**config.mk**
```make
export PLATFORM = sky130hd
export DESIGN_NAME = ipd_power_ctrl
export DESIGN_NICKNAME = d
export VERILOG_FILES = /design/src/ipd_pkg.sv /design/src/ipd_pin_if.sv /design/src/ipd_pin_sync.sv /design/src/ipd_power_ctrl.sv
export SDC_FILE = /design/constraint.sdc
export NUM_CORES = 1
export LEC_CHECK = 0
export BUFFER_PORTS_ARGS = -buffer_cell sky130_fd_sc_hd__buf_2
export CAP_MARGIN = 10
export CORE_ASPECT_RATIO = 1.2
export CORE_MARGIN = 2
export CORE_UTILIZATION = 40
export DETAILED_ROUTE_END_ITERATION = 16
export PLACE_DENSITY = 0.69
export SYNTH_ARGS = -nofsm -noshare
export SYNTH_HDL_FRONTEND = slang
export SYNTH_SLANG_ARGS = --single-unit
```
**constraint.sdc**
```tcl
create_clock -name i_mclk -period 1.9 [get_ports i_mclk]
set_input_delay 0.19 -clock i_mclk [delete_from_list [all_inputs] [get_ports i_mclk]]
set_output_delay 0.19 -clock i_mclk [all_outputs]
set_load 0.005 [all_outputs]
```
**src/ipd_pkg.sv**
```systemverilog
package ipd_pkg;

	// register byte offsets
	localparam logic [7:0] IPD_POWER_CONTROL_REGISTER_OFFS = 8'h00;
	localparam logic [7:0] IPD_STAT_OFFS = 8'h04;

	// power_control_register field positions
	localparam int IPD_IDLE_BIT = 0;
	localparam int IPD_PD_BIT = 1;
	localparam int IPD_GF0_BIT = 2;
	localparam int IPD_GF1_BIT = 3;
	localparam logic [3:0] IPD_POWER_CONTROL_REGISTER_RST = 4'h0;

	// status register field positions
	localparam int IPD_STAT_MODE_LSB = 0;
	localparam int IPD_STAT_RAMBLK_BIT = 8;

	// synchroniser reset image {rst, kbd, irq1_n, irq0_n}
	localparam logic [3:0] IPD_SYNC_RST = 4'h3;

	// oscillator settle time before clocks come back
	localparam int IPD_CLK_PERIOD_NS = 10;
	localparam int IPD_OSC_STABLE_NS = 1000;
	localparam int IPD_OSC_STABLE_CYC = (IPD_OSC_STABLE_NS + IPD_CLK_PERIOD_NS - 1)
		/ IPD_CLK_PERIOD_NS;

	localparam logic [1:0] IPD_RESP_OKAY = 2'h0;
	localparam logic [1:0] IPD_RESP_SLVERR = 2'h2;

	typedef enum logic [4:0] {
		IPD_ST_RUN = 5'h01,
		IPD_ST_IDLE = 5'h02,
		IPD_ST_PD = 5'h04,
		IPD_ST_STAB = 5'h08,
		IPD_ST_HOLD = 5'h10
	} ipd_mode_e;

	typedef enum logic [1:0] {
		IPD_SEL_POWER_CONTROL_REGISTER = 2'h0,
		IPD_SEL_STAT = 2'h1,
		IPD_SEL_NONE = 2'h2
	} ipd_sel_e;

endpackage

```
**src/ipd_pin_if.sv**
```systemverilog
`timescale 1ns/10ps
interface ipd_pin_if;
	logic ext_irq_0_n_raw;
	logic ext_irq_1_n_raw;
	logic kbd_raw;
	logic rst_raw;
	logic ext_irq_0_n;
	logic ext_irq_1_n;
	logic kbd;
	logic rst;

	modport sync (
		input ext_irq_0_n_raw,
		input ext_irq_1_n_raw,
		input kbd_raw,
		input rst_raw,
		output ext_irq_0_n,
		output ext_irq_1_n,
		output kbd,
		output rst
	);

	modport user (
		output ext_irq_0_n_raw,
		output ext_irq_1_n_raw,
		output kbd_raw,
		output rst_raw,
		input ext_irq_0_n,
		input ext_irq_1_n,
		input kbd,
		input rst
	);
endinterface

```
**src/ipd_pin_sync.sv**
```systemverilog
`timescale 1ns/10ps
module ipd_pin_sync
	import ipd_pkg::*;
(
	input wire logic i_mclk,
	input wire logic i_reset_n,
	ipd_pin_if.sync pins
);

	typedef struct packed {
		logic [3:0] stage1;
		logic [3:0] stage2;
	} ipd_sync_s;

	ipd_sync_s sync_reg;
	ipd_sync_s sync_next;

	always_comb begin
		sync_next.stage1 = {pins.rst_raw, pins.kbd_raw, pins.ext_irq_1_n_raw,
			pins.ext_irq_0_n_raw};
		sync_next.stage2 = sync_reg.stage1;
	end

	always_ff @(posedge i_mclk or negedge i_reset_n) begin
		if (!i_reset_n) begin
			sync_reg <= {IPD_SYNC_RST, IPD_SYNC_RST};
		end else begin
			sync_reg <= sync_next;
		end
	end

	assign pins.ext_irq_0_n = sync_reg.stage2[0];
	assign pins.ext_irq_1_n = sync_reg.stage2[1];
	assign pins.kbd = sync_reg.stage2[2];
	assign pins.rst = sync_reg.stage2[3];

endmodule

```
**src/ipd_power_ctrl.sv**
```systemverilog
`timescale 1ns/10ps
// Summary of operation
// - idle request takes effect when the setting instruction completes
// - idle stops the cpu clock only; peripherals and interrupts keep running
// - idle keeps pc, status word, special registers and ram unchanged
// - idle and power-down together give power-down only, no idle after
// - enabled interrupt in idle clears idle bit and restarts cpu clock
// - reset pin restores cpu clock at once, clears idle bit after the two-stage synchroniser
// - after reset-pin wake, ram is blocked while ports stay usable
// - power-down stops oscillator, freezes all clocks, keeps all state
// - power-down request takes effect when the setting instruction completes
// - enabled external interrupt wakes power-down; run resumes after release
// - interrupt wake leaves special registers and ram untouched
// - reset pin in power-down clears bit, restarts oscillator and clocks
// - enabled keyboard interrupt wakes power-down like an external interrupt
// - pin states per mode for port 0, other ports and strobes
// - control register: idle bit 0, power-down bit 1, flags bits 2-3
// - power-down bit cleared by hardware on any interrupt or reset
module ipd_power_ctrl
	import ipd_pkg::*;
#(
	parameter int ADDR_W = 8,
	parameter int OSC_STABLE_CYC = IPD_OSC_STABLE_CYC
) (
	input wire logic i_mclk,
	input wire logic i_reset_n,
	// axi4-lite slave
	input wire logic [ADDR_W-1:0] i_s_axi_awaddr,
	input wire logic i_s_axi_awvalid,
	output logic o_s_axi_awready,
	input wire logic [31:0] i_s_axi_wdata,
	input wire logic [3:0] i_s_axi_wstrb,
	input wire logic i_s_axi_wvalid,
	output logic o_s_axi_wready,
	output logic [1:0] o_s_axi_bresp,
	output logic o_s_axi_bvalid,
	input wire logic i_s_axi_bready,
	input wire logic [ADDR_W-1:0] i_s_axi_araddr,
	input wire logic i_s_axi_arvalid,
	output logic o_s_axi_arready,
	output logic [31:0] o_s_axi_rdata,
	output logic [1:0] o_s_axi_rresp,
	output logic o_s_axi_rvalid,
	input wire logic i_s_axi_rready,
	// cpu core and interrupt logic, same clock
	input wire logic i_instr_done,
	input wire logic i_irq_pending,
	input wire logic [1:0] i_ext_irq_en,
	input wire logic i_kbd_irq_en,
	input wire logic i_ext_code,
	input wire logic i_ale_core,
	input wire logic i_program_store_strobe_n_core,
	// pins
	input wire logic i_ext_irq_0_n,
	input wire logic i_ext_irq_1_n,
	input wire logic i_kbd_irq,
	input wire logic i_rst_pin,
	// clock gating and pin control
	output logic o_cpu_clk_en,
	output logic o_periph_clk_en,
	output logic o_osc_en,
	output logic o_ram_block,
	output logic o_port0_float,
	output logic o_ports_high,
	output logic o_ale,
	output logic o_program_store_strobe_n,
	output logic [3:0] o_power_control_register
);

	initial begin
		if (ADDR_W < 3 || ADDR_W > 32) begin
			$error("ADDR_W must lie in 3..32");
		end
		if (OSC_STABLE_CYC < 1 || OSC_STABLE_CYC > 65535) begin
			$error("OSC_STABLE_CYC must lie in 1..65535");
		end
	end

	typedef struct packed {
		ipd_mode_e mode;
		logic [3:0] power_control_register;
		logic ram_block;
		logic [15:0] stab_cnt;
		logic aw_got;
		logic [ADDR_W-1:0] aw_addr;
		logic w_got;
		logic [31:0] w_data;
		logic [3:0] w_strb;
		logic bvalid;
		logic [1:0] bresp;
		logic rvalid;
		logic [31:0] rdata;
		logic [1:0] rresp;
	} ipd_state_s;

	localparam logic [15:0] STAB_LAST = 16'(OSC_STABLE_CYC - 1);

	ipd_state_s state_reg;
	ipd_state_s state_next;
	ipd_pin_if pins ();

	logic wake_sync;
	logic wake_async;
	logic aw_hs;
	logic w_hs;
	logic ar_hs;
	logic do_write;
	ipd_sel_e wr_sel;

	function automatic ipd_sel_e decode_reg(input logic [ADDR_W-1:0] addr);
		ipd_sel_e sel;
		sel = IPD_SEL_NONE;
		if (addr == ADDR_W'(IPD_POWER_CONTROL_REGISTER_OFFS)) begin
			sel = IPD_SEL_POWER_CONTROL_REGISTER;
		end else if (addr == ADDR_W'(IPD_STAT_OFFS)) begin
			sel = IPD_SEL_STAT;
		end
		return sel;
	endfunction

	assign pins.ext_irq_0_n_raw = i_ext_irq_0_n;
	assign pins.ext_irq_1_n_raw = i_ext_irq_1_n;
	assign pins.kbd_raw = i_kbd_irq;
	assign pins.rst_raw = i_rst_pin;

	ipd_pin_sync u_sync (
		.i_mclk(i_mclk),
		.i_reset_n(i_reset_n),
		.pins(pins.sync)
	);

	// enabled level wake sources, seen on the clock
	assign wake_sync = (!pins.ext_irq_0_n && i_ext_irq_en[0])
		|| (!pins.ext_irq_1_n && i_ext_irq_en[1])
		|| (pins.kbd && i_kbd_irq_en);

	// no clock runs in power-down, so the raw pins must restart the oscillator
	assign wake_async = (!i_ext_irq_0_n && i_ext_irq_en[0])
		|| (!i_ext_irq_1_n && i_ext_irq_en[1])
		|| (i_kbd_irq && i_kbd_irq_en);

	assign o_s_axi_awready = !state_reg.aw_got && !state_reg.bvalid;
	assign o_s_axi_wready = !state_reg.w_got && !state_reg.bvalid;
	assign o_s_axi_arready = !state_reg.rvalid;
	assign aw_hs = i_s_axi_awvalid && o_s_axi_awready;
	assign w_hs = i_s_axi_wvalid && o_s_axi_wready;
	assign ar_hs = i_s_axi_arvalid && o_s_axi_arready;
	assign do_write = state_reg.aw_got && state_reg.w_got && !state_reg.bvalid;
	assign wr_sel = decode_reg(state_reg.aw_addr);

	always_comb begin
		state_next = state_reg;

		// write channel capture, address and data in either order
		if (aw_hs) begin
			state_next.aw_got = 1'b1;
			state_next.aw_addr = i_s_axi_awaddr;
		end
		if (w_hs) begin
			state_next.w_got = 1'b1;
			state_next.w_data = i_s_axi_wdata;
			state_next.w_strb = i_s_axi_wstrb;
		end
		if (state_reg.bvalid && i_s_axi_bready) begin
			state_next.bvalid = 1'b0;
		end

		// read channel
		if (state_reg.rvalid && i_s_axi_rready) begin
			state_next.rvalid = 1'b0;
		end
		if (ar_hs) begin
			state_next.rvalid = 1'b1;
			state_next.rdata = 32'h0;
			state_next.rresp = IPD_RESP_OKAY;
			unique case (decode_reg(i_s_axi_araddr))
				IPD_SEL_POWER_CONTROL_REGISTER: begin
					state_next.rdata[3:0] = state_reg.power_control_register;
				end
				IPD_SEL_STAT: begin
					state_next.rdata[IPD_STAT_MODE_LSB +: 5] = state_reg.mode;
					state_next.rdata[IPD_STAT_RAMBLK_BIT] = state_reg.ram_block;
				end
				IPD_SEL_NONE: begin
					state_next.rresp = IPD_RESP_SLVERR;
				end
				default: begin
					state_next.rresp = IPD_RESP_SLVERR;
				end
			endcase
		end

		// mode sequencing; only the idle wake clears a register bit (idle) here
		unique case (state_reg.mode)
			IPD_ST_RUN: begin
				if (i_instr_done && state_reg.power_control_register[IPD_PD_BIT]) begin
					state_next.mode = IPD_ST_PD;
				end else if (i_instr_done && state_reg.power_control_register[IPD_IDLE_BIT]) begin
					state_next.mode = IPD_ST_IDLE;
				end
			end
			IPD_ST_IDLE: begin
				if (i_irq_pending) begin
					state_next.power_control_register[IPD_IDLE_BIT] = 1'b0;
					state_next.mode = IPD_ST_RUN;
				end
			end
			IPD_ST_PD: begin
				if (wake_sync) begin
					state_next.mode = IPD_ST_STAB;
					state_next.stab_cnt = 16'h0000;
				end
			end
			IPD_ST_STAB: begin
				// clocks stay off until the oscillator has settled
				if (state_reg.stab_cnt == STAB_LAST) begin
					state_next.mode = IPD_ST_HOLD;
				end else begin
					state_next.stab_cnt = state_reg.stab_cnt + 16'h0001;
				end
			end
			IPD_ST_HOLD: begin
				// execution waits for the wake level to be released
				if (!wake_sync) begin
					state_next.mode = IPD_ST_RUN;
				end
			end
			default: begin
				state_next.mode = IPD_ST_RUN;
			end
		endcase

		// both bits cleared on entering power-down wake; idle must not follow
		if (state_reg.mode == IPD_ST_PD && wake_sync) begin
			state_next.power_control_register[IPD_PD_BIT] = 1'b0;
			state_next.power_control_register[IPD_IDLE_BIT] = 1'b0;
		end
		if (i_irq_pending) begin
			state_next.power_control_register[IPD_PD_BIT] = 1'b0;
		end

		// reset pin wake: brief run with ram fenced off until internal reset
		if (pins.rst && state_reg.mode != IPD_ST_RUN) begin
			state_next.mode = IPD_ST_RUN;
			state_next.power_control_register[IPD_IDLE_BIT] = 1'b0;
			state_next.power_control_register[IPD_PD_BIT] = 1'b0;
			state_next.ram_block = 1'b1;
		end else if (pins.rst) begin
			state_next.power_control_register[IPD_PD_BIT] = 1'b0;
			state_next.power_control_register[IPD_IDLE_BIT] = 1'b0;
		end

		// software write last, so a set wins over a same-cycle hardware clear
		if (do_write) begin
			state_next.aw_got = 1'b0;
			state_next.w_got = 1'b0;
			state_next.bvalid = 1'b1;
			state_next.bresp = IPD_RESP_OKAY;
			unique case (wr_sel)
				IPD_SEL_POWER_CONTROL_REGISTER: begin
					if (state_reg.w_strb[0]) begin
						state_next.power_control_register = state_reg.w_data[3:0];
					end
				end
				IPD_SEL_STAT: begin
					state_next.bresp = IPD_RESP_OKAY;
				end
				IPD_SEL_NONE: begin
					state_next.bresp = IPD_RESP_SLVERR;
				end
				default: begin
					state_next.bresp = IPD_RESP_SLVERR;
				end
			endcase
		end
	end

	always_ff @(posedge i_mclk or negedge i_reset_n) begin
		if (!i_reset_n) begin
			state_reg.mode <= IPD_ST_RUN;
			state_reg.power_control_register <= IPD_POWER_CONTROL_REGISTER_RST;
			state_reg.ram_block <= 1'b0;
			state_reg.stab_cnt <= 16'h0000;
			state_reg.aw_got <= 1'b0;
			state_reg.aw_addr <= '0;
			state_reg.w_got <= 1'b0;
			state_reg.w_data <= 32'h0;
			state_reg.w_strb <= 4'h0;
			state_reg.bvalid <= 1'b0;
			state_reg.bresp <= IPD_RESP_OKAY;
			state_reg.rvalid <= 1'b0;
			state_reg.rdata <= 32'h0;
			state_reg.rresp <= IPD_RESP_OKAY;
		end else begin
			state_reg <= state_next;
		end
	end

	assign o_s_axi_bvalid = state_reg.bvalid;
	assign o_s_axi_bresp = state_reg.bresp;
	assign o_s_axi_rvalid = state_reg.rvalid;
	assign o_s_axi_rdata = state_reg.rdata;
	assign o_s_axi_rresp = state_reg.rresp;

	// raw reset pin acts on the gates at once, ahead of the synchroniser
	assign o_cpu_clk_en = (state_reg.mode == IPD_ST_RUN) || i_rst_pin;
	assign o_periph_clk_en = (state_reg.mode == IPD_ST_RUN)
		|| (state_reg.mode == IPD_ST_IDLE)
		|| (state_reg.mode == IPD_ST_HOLD) || i_rst_pin;
	assign o_osc_en = (state_reg.mode != IPD_ST_PD) || wake_async || i_rst_pin;
	assign o_ram_block = state_reg.ram_block;
	assign o_power_control_register = state_reg.power_control_register;

	// pin conditions per mode
	always_comb begin
		o_ports_high = !i_reset_n;
		o_port0_float = !i_reset_n;
		o_ale = i_ale_core;
		o_program_store_strobe_n = i_program_store_strobe_n_core;
		if (!i_reset_n) begin
			o_ale = 1'b1;
			o_program_store_strobe_n = 1'b1;
		end else if (state_reg.mode == IPD_ST_IDLE) begin
			o_ale = 1'b1;
			o_program_store_strobe_n = 1'b1;
			o_port0_float = i_ext_code;
		end else if (state_reg.mode != IPD_ST_RUN) begin
			o_ale = 1'b0;
			o_program_store_strobe_n = 1'b0;
			o_port0_float = i_ext_code;
		end
	end

endmodule

```
After elaboration in Yosys (flattened, before gate mapping)
Index checks and enable logic that the tools add are counted.
{"block": "op_classes", "n_addsub": 1, "mul": 0, "n_div": 0, "magnitude_cmp": 0, "n_eq_ne": 19, "shifts": 0, "mux": 47, "bitwise": 0, "n_reduce_logical": 52}
{"cell": "37-bit two-way mux", "n": 1}
{"cell": "35-bit two-way mux", "n": 1}
{"cell": "5-bit two-way mux", "n": 7}
{"cell": "16-bit two-way mux", "n": 2}
{"cell": "16-bit case mux with 2 select lines", "n": 1}
{"cell": "2-bit two-way mux", "n": 13}
{"cell": "5-bit case mux with 5 select lines", "n": 1}
{"cell": "1-bit logical AND", "n": 19}
{"cell": "1-bit two-way mux", "n": 18}
{"cell": "16-bit by 1-bit adder with 16-bit output (second input constant)", "n": 1}
{"cell": "16-bit by 7-bit equality test with 1-bit output (second input constant)", "n": 1}
{"cell": "8-bit by 3-bit equality test with 1-bit output (second input constant)", "n": 2}
{"cell": "8-bit zero test", "n": 2}
{"cell": "1-bit logical OR", "n": 10}
{"cell": "2-bit nonzero test", "n": 5}
{"cell": "1-bit zero test", "n": 9}
{"cell": "9-bit two-way mux", "n": 1}
{"cell": "3-bit inequality test (second input constant)", "n": 3}
{"cell": "4-bit case mux with 2 select lines", "n": 1}
{"cell": "3-bit AND reduction", "n": 2}
{"cell": "5-bit by 1-bit equality test with 1-bit output (second input constant)", "n": 1}
{"cell": "5-bit by 2-bit equality test with 1-bit output (second input constant)", "n": 1}
{"cell": "5-bit by 3-bit equality test with 1-bit output (second input constant)", "n": 1}
{"cell": "5-bit by 4-bit equality test with 1-bit output (second input constant)", "n": 1}
{"cell": "other kinds (11)", "n": 15}
{"block": "word_totals", "ff_bits": 92, "latchBits": 0, "ram_bits": 0, "rom_bits": 0, "input_bits": 71, "out_inout_bits": 53, "word_cells": 136, "memories": 0}

Depth between registers and ports, before layout
Gate-level depths: netlist of the first run.
{"block": "logic_depth", "word_depth": 12, "depth_mapped": 7, "depth_no_buf": 6}

Modules after synthesis
A second synthesis of the first run with hierarchy kept.
{"block": "unflattened", "cells_unflattened": 294, "hier_area_um2": 3055.4}
{"mod": "ipd_power_ctrl", "instances": 1, "cells_per_inst": 286, "area_per_inst_um2": 2850.2, "seq_area_each_um2": 1277.5}
{"mod": "ipd_pin_sync", "instances": 1, "cells_per_inst": 8, "area_per_inst_um2": 205.2, "seq_area_each_um2": 205.2}

Worst setup path after synthesis of the first run
Ideal clock, no wire load.
{"block": "synth_timing", "kind": "reg2reg", "start": "register state_reg[106] in the netlist's numbering", "end": "register state_reg[99] in the netlist's numbering", "setup_ns": 0.077, "t_arrival_ns": 1.752, "t_required_ns": 1.823, "slack_ns": 0.071, "stages_incl_launch_ff": 7, "n_path_buf": 1, "synth_period_minus_slack_ns": 1.829, "cell_sequence": "dfrtp_1 -> nor4_4 -> and4_1 -> buf_4 -> nand2_4 -> or4_1 -> a21oi_1"}
{"block": "synth_via", "elab_chain_cells": 3, "word_cells_on_any_way": 7, "cone_classes": "4 x eq/ne; 1 x mux; 2 x reduce/logical"}
{"item": "start: declaration", "line_no": "ipd_power_ctrl.sv:98", "source": "ipd_state_s state_reg;"}
{"item": "start signal: assignment", "line_no": "ipd_power_ctrl.sv:295", "source": "state_reg <= state_next;"}
{"item": "5-bit by 4-bit equality test with 1-bit output or 5-bit by 3-bit equality test with 1-bit output (tied branches)", "line_no": "ipd_power_ctrl.sv:194", "source": "unique case (state_reg.mode)"}
{"item": "2-bit inequality test (no source line) or 2-bit nonzero test (tied branches)"}
{"item": "3-bit AND reduction (no source line)"}
Parallel ways exist; a longest one is shown, timed or not.
A chain may end at the register's enable or synchronous reset.

Final worst setup path of the first run
{"block": "layout_timing", "start": "register state_reg[106] in the netlist's numbering", "end": "output port o_ale"}
{"block": "layout_via", "elab_chain_cells": 4, "word_cells_on_any_way": 5, "cone_classes": "2 x eq/ne; 3 x mux"}
{"item": "5-bit by 1-bit inequality test with 1-bit output", "line_no": "ipd_power_ctrl.sv:327", "source": "end else if (state_reg.mode != IPD_ST_RUN) begin"}
{"item": "1-bit two-way mux", "line_no": "ipd_power_ctrl.sv:327"}
{"item": "1-bit two-way mux (*)", "line_no": "ipd_power_ctrl.sv:323", "source": "end else if (state_reg.mode == IPD_ST_IDLE) begin"}
{"item": "1-bit two-way mux (*)", "line_no": "ipd_power_ctrl.sv:320", "source": "if (!i_reset_n) begin"}
{"item": "end: declaration", "line_no": "ipd_power_ctrl.sv:65", "source": "output logic o_ale,"}
Every way passes the cells marked *; elsewhere a longest branch is shown, timed or not.

==> results of run 1 <==
[metrics by stage]
| step | area (um2) | hold slack (ps) | total power [uW] |
|---|---|---|---|
| after floorplan | 3130 | -106 | 2030 |
| final | 3750 | 8.94 | 3540 |
| after CTS | 3650 | 4.08 | 3550 |
| after detailed placement | 3330 | 311 | 2190 |
| after global routing | 3750 | 16.8 | 3720 |
| after global placement | 3330 | 308 | 2160 |
[cells by family after synthesis]
logic type / after synthesis / synth area share (%)
buffers and inverters: 61 / 12.9
adder cells (fa/ha/maj): 1 / 0.413
other: 1 / 0.124
XOR/XNOR: 13 / 3.76
AND/OR/NAND/NOR: 105 / 18.6
AO/OA/AOI/OAI: 33 / 7.39
multiplexers: 22 / 7.92
flip-flops: 59 / 48.9
[cell type report]
| class | instances | area share (%) |
|---|---|---|
| multi-input cells | 202 | 35.9 |
| repair buffers | 89 | 14.4 |
| flip-flops and latches | 59 | 39.5 |
| inverters | 9 | 0.901 |
| clock buffers | 11 | 4.04 |
| well taps | 90 | 3.00 |
| clock inverters | 5 | 2.23 |
[where the power goes]
group | internal (uW) | leakage [uW] | switching, uW
registers | 1470 | 0.000669 | 136
logic | 322 | 0.00101 | 251
clock network | 814 | 0.000112 | 544
total | 2610 | 0.00179 | 931
[metal layers]
metal  track usage, %  vias up  routed length, um
li1                 -     1100                  -
met1             19.3     1106               2740
met2             26.2       83               3070
met3             4.15       12                386
met4             7.69        0                132
met5                0        -                  0
[how the worst min path moves through the flow]
stage                                        endpoint  slack (ps)            from
final                                  o_s_axi_bvalid           9  i_s_axi_bready
after global routing                   o_s_axi_bvalid          20  i_s_axi_bready
after CTS                              o_s_axi_bvalid           4  i_s_axi_bready
after detailed placement          u_sync.sync_next[1]         310   i_ext_irq_1_n
after global placement            u_sync.sync_next[0]         310   i_ext_irq_0_n
after floorplan           o_power_control_register[0]        -110       i_reset_n
[timing repair]
| action | CTS | global route |
|---|---|---|
| setup buffers | 2 | 4 |
| hold buffers | 5 | 0 |
| resized for setup | 7 | 12 |
| pin swaps | 0 | 4 |
| hold endpoints to repair | 23 | 0 |
| setup endpoints to repair | 6 | 18 |
[layout by cell type, fill, tap and decap left out, types with 2 or more instances in the layout]
cell	synthesis	final
xnor2_1	7	7
nor2_1	23	22
a32o_1	3	3
nand4_1	3	3
a21o_1	5	5
buf_2	0	64
bufinv_16	0	2
and2_1	5	5
mux2i_1	6	6
nor4_2	0	2
a22oi_1	2	2
nor3_1	9	8
dfrtp_1	54	54
nand3_1	14	14
o21ai_0	12	12
and3_1	2	2
nor4_1	5	2
nand2_1	27	26
buf_6	1	2
buf_4	41	17
dlygate4sd3_1	0	5
a21oi_1	3	2
mux2_2	16	16
clkinvlp_4	0	2
inv_1	9	9
xor2_1	6	6
conb_1	1	28
clkbuf_8	0	11
nor4_4	1	2
dfstp_2	5	5
[worst register-to-register path: stages (launching register included)]
cell	delay [ps]
dfrtp_1	390
ha_2	200
nor4b_1	140
buf_4	140
nand4_4	130
buf_6	120
nand2_4	40
or4_4	510
a21oi_2	140
==> impl_metrics.py, run 1 <==
metrics = {
    "grt": {
        "grt_start_max_net_pins": 37,
        "grt_pass1_vias": 2206,
        "grt_pass1_wl_mm": 10.3,
        "antenna_found_initial": 0,
        "overflow": 0,
        "grt_usage_pct": 15.8,
    },
    "worst_setup_path": {
        "rr_startpoint": "state_reg[84]",
        "crit_type": "flop to output pin",
        "cp-start-kind": "flop",
        "crit_chain": "buf_6 -> nand2b_4 -> nor4_4 -> buf_4 -> a21o_1 -> buf_2",
        "cp_num_buf_inv": 3,
        "reg2reg_setup_slack_ps": 40,
        "path_depth": 6,
        "critPathRequiredTime_ps": 1710,
        "startpoint": "state_reg[106]",
        "reg2reg_depth": 8,
        "critPathMaxFanout": 7,
        "critPathMaxStageDelay_ps": 420,
        "cp-endpoint": "o_ale",
        "cp_slowest_cell": "dfrtp_1",
        "worstPathArrival_ps": 1690,
        "r2r_end": "state_reg[99]",
        "crit_family": "flip-flops",
        "worstSetupEndpointType": "output pin",
    },
    "floorplan": {
        "initial_utilization_pct": 41.4,
        "die_area_mm2": 0.00829,
        "rows": 34,
        "fp.dieW_um": 83.5,
        "core-area_mm2": 0.00732,
        "die_h_um": 99.4,
        "pin_count": 124,
    },
    "timing": {
        "fmax_ghz": 0.532,
        "post-route-period-util_pct": 98.8,
        "final_hold_viol_count": 0,
        "maxSlewViolCount": 0,
        "fin_skew_ps": 11.6,
        "fin_crit_ps": 1880,
        "finalSetupViolCount": 0,
        "tns_ps": 0,
        "setup_slack_ps": 21.9,
        "grt_setup_unrepaired": "yes",
    },
    "job": {
        "cap_violations": 0,
    },
    "logic_synthesis": {
        "ys_types": 50,
        "yosys-top-cells-area": "dfrtp_1 (45%), buf_4 (10%), mux2_2 (5.9%)",
        "syn_area_per_cell_um2": 10.3,
        "synth.most_common_cell": "dfrtp_1",
        "async_reset_ff_share_pct": 100,
        "ys_ff_latch": 59,
        "synthCells": 295,
        "syn_area_mm2": 0.00303,
        "synth.top_cell.area_share_pct": 44.6,
        "yosysWarnings": 0,
        "synth_common_cells": "dfrtp_1 (54), buf_4 (41), nand2_1 (27), nor2_1 (23), mux2_2 (16)",
        "synth-edff-count": 0,
        "synth-main-ff-cell": "dfrtp_1",
        "synth-seq-area-share_pct": 48.9,
        "yosysTopAreaCell": "dfrtp_1",
    },
    "cells_and_area": {
        "seq_area_mm2": 0.00148,
        "fill_cells": 650,
        "num-nets-final": 442,
        "layout-drive-gt1-share_pct": 36.8,
        "largest_reg_flops": 36,
        "utilization_pct": 51.3,
        "area_growth_pct": 23.7,
        "diodes": 0,
        "stdcell_count": 465,
        "multi_input_area_mm2": 0.00135,
    },
    "detailed_routing": {
        "wire_per_inst_um": 13.6,
        "via_per_inst": 4.95,
        "drt_iter0_drc": 61,
        "num_vias": 2301,
        "ant_nets": 0,
        "routed_wirelength_mm": 6.32,
        "drcViolationCount": 0,
        "first_pass_iters": 4,
    },
    "clocking": {
        "cts-root-buf": "clkbuf_8",
        "cts_tree": "yes",
        "clkTransAtPathRegs_ps": 70,
        "htree_levels": 3,
        "insertion_delay_ps": 360,
        "numCtsBuffers": 9,
        "ctsLongestPathBuffers": 2,
        "clkSinkCount": 59,
    },
    "placement": {
        "dp_hpwl_mm": 4.36,
        "io_buffers": 64,
        "gp_congestion": 0.833,
        "place_inst": 438,
        "dp_slack_ps": -61.6,
    },
    "pwr": {
        "leakage_uw": 0.00179,
        "peakVddDrop_mv": 0.798,
        "power_density_mw_per_mm2": 944,
    },
    "outcome": {
        "status": "complete, no violations",
    },
    "hold_path": {
        "hold_class": "input port to flop",
        "hold_path_depth": 2,
    },
}
Note: power is estimated with default switching activity, not from simulation.
==> run 2, diff against run 1 <==
- CELL_PAD_IN_SITES_DETAIL_PLACEMENT: not set -> 0
- CELL_PAD_IN_SITES_GLOBAL_PLACEMENT: not set -> 1
- CORE_MARGIN: 2 -> not set
- CORE_UTILIZATION: 40 -> 32
- PLACE_DENSITY: 0.69 -> 0.73
- SYNTH_HIERARCHICAL: not set -> 1
==> run 2 against run 1 <==
Fmax up 4.1%. Via count up 0.56%. Cell count up 5.2%. Wire length down 0.73%. Worst hold slack better by 15 ps. Total power down 1.9%. Sequential share of layout area up 1.2 points. First-iteration DRC count up 120%. Synthesized cell count down 0.34%. Critical path type is now flop to flop.
==> impl_metrics.py, run 2 <==
metrics = {
    "timing": {
        "maxSlewViolCount": 0,
        "grt_setup_unrepaired": "no",
        "finalSetupViolCount": 0,
        "fin_crit_ps": 1800,
        "post-route-period-util_pct": 94.9,
        "fmax_ghz": 0.554,
        "tns_ps": 0,
        "fin_skew_ps": 9.76,
        "final_hold_viol_count": 0,
    },
    "floorplan": {
        "rows": 38,
        "initial_utilization_pct": 33.3,
        "die_area_mm2": 0.00994,
        "die_h_um": 109,
        "fp.dieW_um": 91.2,
        "pin_count": 124,
        "core-area_mm2": 0.00918,
    },
    "worst_setup_path": {
        "worstPathArrival_ps": 2020,
        "reg2reg_setup_slack_ps": 100,
        "crit_chain": "or4_1 -> nor4_2 -> nand2_1 -> mux2_1",
        "worstSetupEndpointType": "flop",
        "cp_num_buf_inv": 0,
        "crit_type": "flop to flop",
        "cp_slowest_cell": "or4_1",
        "critPathMaxFanout": 4,
        "cp-start-kind": "flop",
        "critPathMaxStageDelay_ps": 560,
        "critPathRequiredTime_ps": 2120,
        "crit_family": "simple AND/OR/NAND/NOR gates",
    },
    "job": {
        "cap_violations": 0,
    },
    "detailed_routing": {
        "via_per_inst": 4.73,
        "routed_wirelength_mm": 6.28,
        "wire_per_inst_um": 12.8,
        "ant_nets": 0,
        "drcViolationCount": 0,
        "drt_iter0_drc": 137,
        "num_vias": 2314,
        "first_pass_iters": 4,
    },
    "logic_synthesis": {
        "synth.top_cell.area_share_pct": 44.2,
        "synth-edff-count": 0,
        "synth_common_cells": "dfrtp_1 (54), buf_4 (40), nand2_1 (22), o21ai_0 (14)",
        "synth.most_common_cell": "dfrtp_1",
        "ys_ff_latch": 59,
        "syn_area_per_cell_um2": 10.4,
        "async_reset_ff_share_pct": 100,
        "synth-main-ff-cell": "dfrtp_1",
        "yosysTopAreaCell": "dfrtp_1",
        "synth-seq-area-share_pct": 48.5,
        "syn_area_mm2": 0.00306,
        "ys_types": 53,
        "yosys-top-cells-area": "dfrtp_1 (44%), buf_4 (9.8%), mux2_2 (4.8%)",
        "yosysWarnings": 6,
        "synthCells": 294,
    },
    "placement": {
        "io_buffers": 64,
        "gp_congestion": 0.798,
        "dp_hpwl_mm": 4.71,
    },
    "pwr": {
        "power_density_mw_per_mm2": 954,
        "swShare_pct": 28.8,
        "p_int_uw": 2470,
        "pwr-share-seq_pct": 47.0,
        "peakVddDrop_mv": 0.589,
        "netSwitchingPower_uw": 1000,
        "leakage_uw": 0.00169,
        "clock_power_share_pct": 33.1,
        "combPwrFrac_pct": 19.9,
    },
    "grt": {
        "grt_pass1_wl_mm": 10.7,
        "grt_pass1_vias": 2300,
        "grt_usage_pct": 13.8,
        "overflow": 0,
        "grt_start_max_net_pins": 33,
        "antenna_found_initial": 0,
    },
    "clocking": {
        "cts_tree": "yes",
        "ctsLongestPathBuffers": 2,
        "cts-root-buf": "clkbuf_8",
        "htree_levels": 3,
        "numCtsBuffers": 9,
        "insertion_delay_ps": 330,
        "clkTransAtPathRegs_ps": 70,
        "clkSinkCount": 59,
    },
    "outcome": {
        "status": "complete, no violations",
    },
    "cells_and_area": {
        "mostFrequentLayoutCell": "buf_2",
        "area_growth_pct": 19.1,
        "diodes": 0,
        "mostFrequentLayoutCells": "buf_2 (64), dfrtp_1 (54), conb_1 (28)",
        "utilization_pct": 39.7,
        "largest_reg_flops": 36,
        "layout-drive-gt1-share_pct": 32.2,
        "num-nets-final": 436,
    },
    "hold_path": {
        "hold_class": "input port to flop",
    },
}
-- run 2: cell count changes after synthesis, sizes merged, moves of 3 or more --
cell    before  now
nand2       28   23
a21oi        3   13
o31ai        1    8
xor2         6    3
xnor2        7    1
nor3         9    4
nor2b        1    6
or4          1    9
nand3       14   10
clkbuf       9    6
nor2        23   11
-- run 2: through the flow --
| stage | worst slack [ps] | power (uW) | hold slack [ps] | instance area (um2) | std cells |
|---|---|---|---|---|---|
| 3_3_place_gp | 125 | 2310 | 293 | 3370 | 467 |
| 4_1_cts | 14.2 | 3500 | 9.92 | 3620 | 488 |
| 5_1_grt | 3.67 | 3670 | 12.2 | 3640 | 489 |
| 3_5_place_dp | 84.3 | 2330 | 294 | 3370 | 467 |
| 6_report | 96.5 | 3470 | 23.7 | 3640 | 489 |
| 2_1_floorplan | 158 | 2140 | -106 | 3160 | 321 |
-- run 2: timing repair --
action / in CTS / in global routing
gates cloned: 0 / 0
hold buffers: 5 / 0
endpoints found under the hold margin: 5 / 0
setup endpoints to repair: 1 / 7
pin swaps: 0 / 1
setup buffers: 0 / 1
gates resized for setup: 1 / 3
-- run 2: cells by family (layout without fill, tap and decap cells) --
group                    after synthesis  count (layout)  synth area share, %
XOR/XNOR                               4               4                 1.15
AO/OA/AOI/OAI                         50              50                 10.5
multiplexers                          22              22                 7.90
flip-flops                            59              59                 48.5
adder cells (fa/ha/maj)                1               1                0.409
AND/OR/NAND/NOR                       97              97                 18.8
buffers and inverters                 60             108                 12.7
other                                  1              28                0.123
-- run 2: final cells by class --
type	instances	area, um2
clock inverters	7	76.3
clock buffers	9	124
repair buffers	83	475
flip-flops and latches	59	1480
multi-input cells	202	1300
well taps	120	150
fillers	924	5540
inverters	9	33.8
-- run 2: final timing paths --
kind                                          start                     endpoint  cells past startpoint
worst max-delay path                  state_reg[80]  o_power_control_register[2]                      4
worst min-delay path                 i_s_axi_bready               o_s_axi_bvalid                      2
worst max register to register        state_reg[80]  o_power_control_register[2]                      4
worst min register to register  u_sync/sync_next[2]              u_sync/pins.kbd                      0
max in group asynchronous                 i_reset_n               state_reg[105]                      3
min in group asynchronous                 i_reset_n          u_sync/sync_next[1]                      2
-- run 2: routing by layer --
layer	track usage (%)	up-vias	wire length, um
met2	24.0	65	3090
met5	0	-	0
met3	3.21	5	261
met1	16.3	1115	2860
li1	-	1129	-
met4	5.90	0	66
-- run 2: worst reg2reg max path, stage by stage (launching register included) --
cell     delay [ps]
dfrtp_1         380
or4_1           560
nor4_2          200
nand2_1         200
mux2_1          350
-- run 2: power by group through the flow --
stage | logic, uW | registers (uW) | clock network (uW)
after floorplan | 539 | 1600 | 0
final | 690 | 1630 | 1150
after global placement | 663 | 1650 | 0
after global routing | 773 | 1660 | 1240
after detailed placement | 679 | 1650 | 0
after CTS | 690 | 1630 | 1180
==> run 3, diff against run 2 <==
- PLACE_DENSITY: 0.73 -> 0.72
==> run 3 against run 2 <==
Combinational power barely moved. Flip-flop and latch count unchanged. Count of clock-buffer cells in the layout rose by 6. Fmax up 0.27%. Die area is the same. Sequential power about the same. Largest cell class unchanged. Total power increased by 1.1%. Global-route usage rose by 0.40 points.
==> impl_metrics.py, run 3 (synthesis gave the netlist of run 2 again) <==
metrics = {
    "outcome": {
        "status": "complete, no violations",
    },
    "timing": {
        "worst_pin_slew_ps": 486,
        "finalSetupViolCount": 0,
        "slew_headroom_pct": 67.2,
        "maxSlewViolCount": 0,
        "fmax_ghz": 0.556,
        "post-route-period-util_pct": 94.7,
        "hold_ws_ps": 15.7,
        "final_hold_viol_count": 0,
        "fin_skew_ps": 4.25,
        "fin_crit_ps": 1800,
    },
    "grt": {
        "overflow": 0,
        "grt_pass1_vias": 2315,
        "antenna_found_initial": 0,
        "grt_start_max_net_pins": 37,
        "grt_usage_pct": 14.2,
        "grt_pass1_wl_mm": 10.7,
    },
    "floorplan": {
        "pin_count": 124,
        "initial_utilization_pct": 33.3,
        "die_area_mm2": 0.00994,
        "die_h_um": 109,
        "core-area_mm2": 0.00918,
        "rows": 38,
        "fp.dieW_um": 91.2,
    },
    "worst_setup_path": {
        "worstSetupEndpointType": "output pin",
        "reg2reg_setup_slack_ps": 110,
        "worstPathArrival_ps": 1610,
        "crit_type": "flop to output pin",
        "critPathMaxFanout": 7,
        "cp-start-kind": "flop",
        "critPathRequiredTime_ps": 1710,
    },
    "hold_path": {
        "hold_class": "input port to flop",
    },
    "detailed_routing": {
        "drt_iter0_drc": 137,
        "highest_layer": "met4",
        "first_pass_iters": 4,
        "via_per_inst": 4.74,
        "wl_met3_um": 302,
        "ant_nets": 0,
        "met1Wirelength_mm": 2.83,
        "drcViolationCount": 0,
        "num_vias": 2319,
        "routed_wirelength_mm": 6.33,
        "dr_wl_met2_mm": 3.05,
        "wire_per_inst_um": 12.9,
    },
    "placement": {
        "dp_hpwl_mm": 4.64,
        "gp_congestion": 0.780,
        "place_area_mm2": 0.00336,
        "io_buffers": 64,
    },
    "cells_and_area": {
        "largest_reg_flops": 36,
        "diodes": 0,
        "area_growth_pct": 19.9,
        "multi_input_area_mm2": 0.00131,
        "seq_area_mm2": 0.00148,
        "mostFrequentLayoutCells": "buf_2 (64), dfrtp_1 (54), conb_1 (28)",
        "layout-drive-gt1-share_pct": 32.2,
        "final_area_mm2": 0.00366,
        "mostFrequentLayoutCell": "buf_2",
        "fill_cells": 922,
        "num-nets-final": 436,
    },
    "pwr": {
        "swShare_pct": 26.5,
        "p_int_uw": 2580,
        "leakage_uw": 0.00171,
        "power_density_mw_per_mm2": 958,
        "combPwrFrac_pct": 19.6,
        "peakVddDrop_mv": 0.625,
        "clock_power_share_pct": 33.8,
        "netSwitchingPower_uw": 931,
        "pwr-share-seq_pct": 46.6,
    },
    "job": {
        "cap_violations": 0,
    },
    "clocking": {
        "cts_tree": "yes",
        "clkSinkCount": 59,
        "htree_levels": 3,
        "numCtsBuffers": 9,
        "insertion_delay_ps": 350,
        "cts-root-buf": "clkbuf_8",
        "clkTransAtPathRegs_ps": 60,
        "ctsLongestPathBuffers": 2,
    },
}
==> run 3: timing repair <==
item,CTS,global route
setup endpoints to repair,4,10
hold buffers,6,0
pin swaps,1,0
hold endpoints to repair,10,0
buffers inserted,1,0
gates resized for setup,1,7
gates cloned,0,0
==> run 3: area by class of cell <==
class	instances	area share, %
clock inverter	1	0.820
timing repair buffer	83	13.0
sequential	59	40.5
clock buffer	15	4.82
multi-input combinational	202	35.8
inverter	9	0.922
tap	120	4.10
==> run 3: per-layer routing <==
metal,up-vias,track usage (%)
met2,70,22.5
li1,1126,-
met5,-,0
met4,0,8.39
met3,12,4.53
met1,1111,16.9
==> run 3: critical path, stage by stage, from the launching register on <==
cell	delay, ps
dfrtp_1	410
buf_4	180
nor2_1	160
and3_2	260
nand2_1	60
nand3_1	70
buf_2	120
==> run 3: path summary, 6_finish.rpt <==
kind	start	to	cells past startpoint
hold / removal	i_s_axi_rready	o_s_axi_rvalid	2
min in group asynchronous	i_reset_n	state_reg[81]	2
max in group asynchronous	i_reset_n	state_reg[105]	3
hold reg to reg	u_sync/sync_next[2]	u_sync/pins.kbd	0
setup reg to reg	state_reg[84]	state_reg[87]	5
setup / recovery	state_reg[106]	o_ale	6
==> run 3: power groups by stage <==
stage / sequential, uW / combinational (uW) / clock, uW
after floorplan: 1600 / 539 / 0
after global placement: 1650 / 660 / 0
after detailed placement: 1660 / 670 / 0
after CTS: 1630 / 692 / 1230
after global routing: 1670 / 776 / 1270
final: 1640 / 687 / 1190
==> run 3: through the flow <==
step	power [uW]	utilization [%]	TNS, ps	setup WS, ps	cells
2_1_floorplan	2140	-	0	158	321
3_3_place_gp	2310	36.7	0	135	466
3_5_place_dp	2330	36.7	0	106	466
4_1_cts	3560	39.7	0	84.0	489
5_1_grt	3710	39.9	-3.61	-3.43	489
6_report	3510	39.9	0	101	489
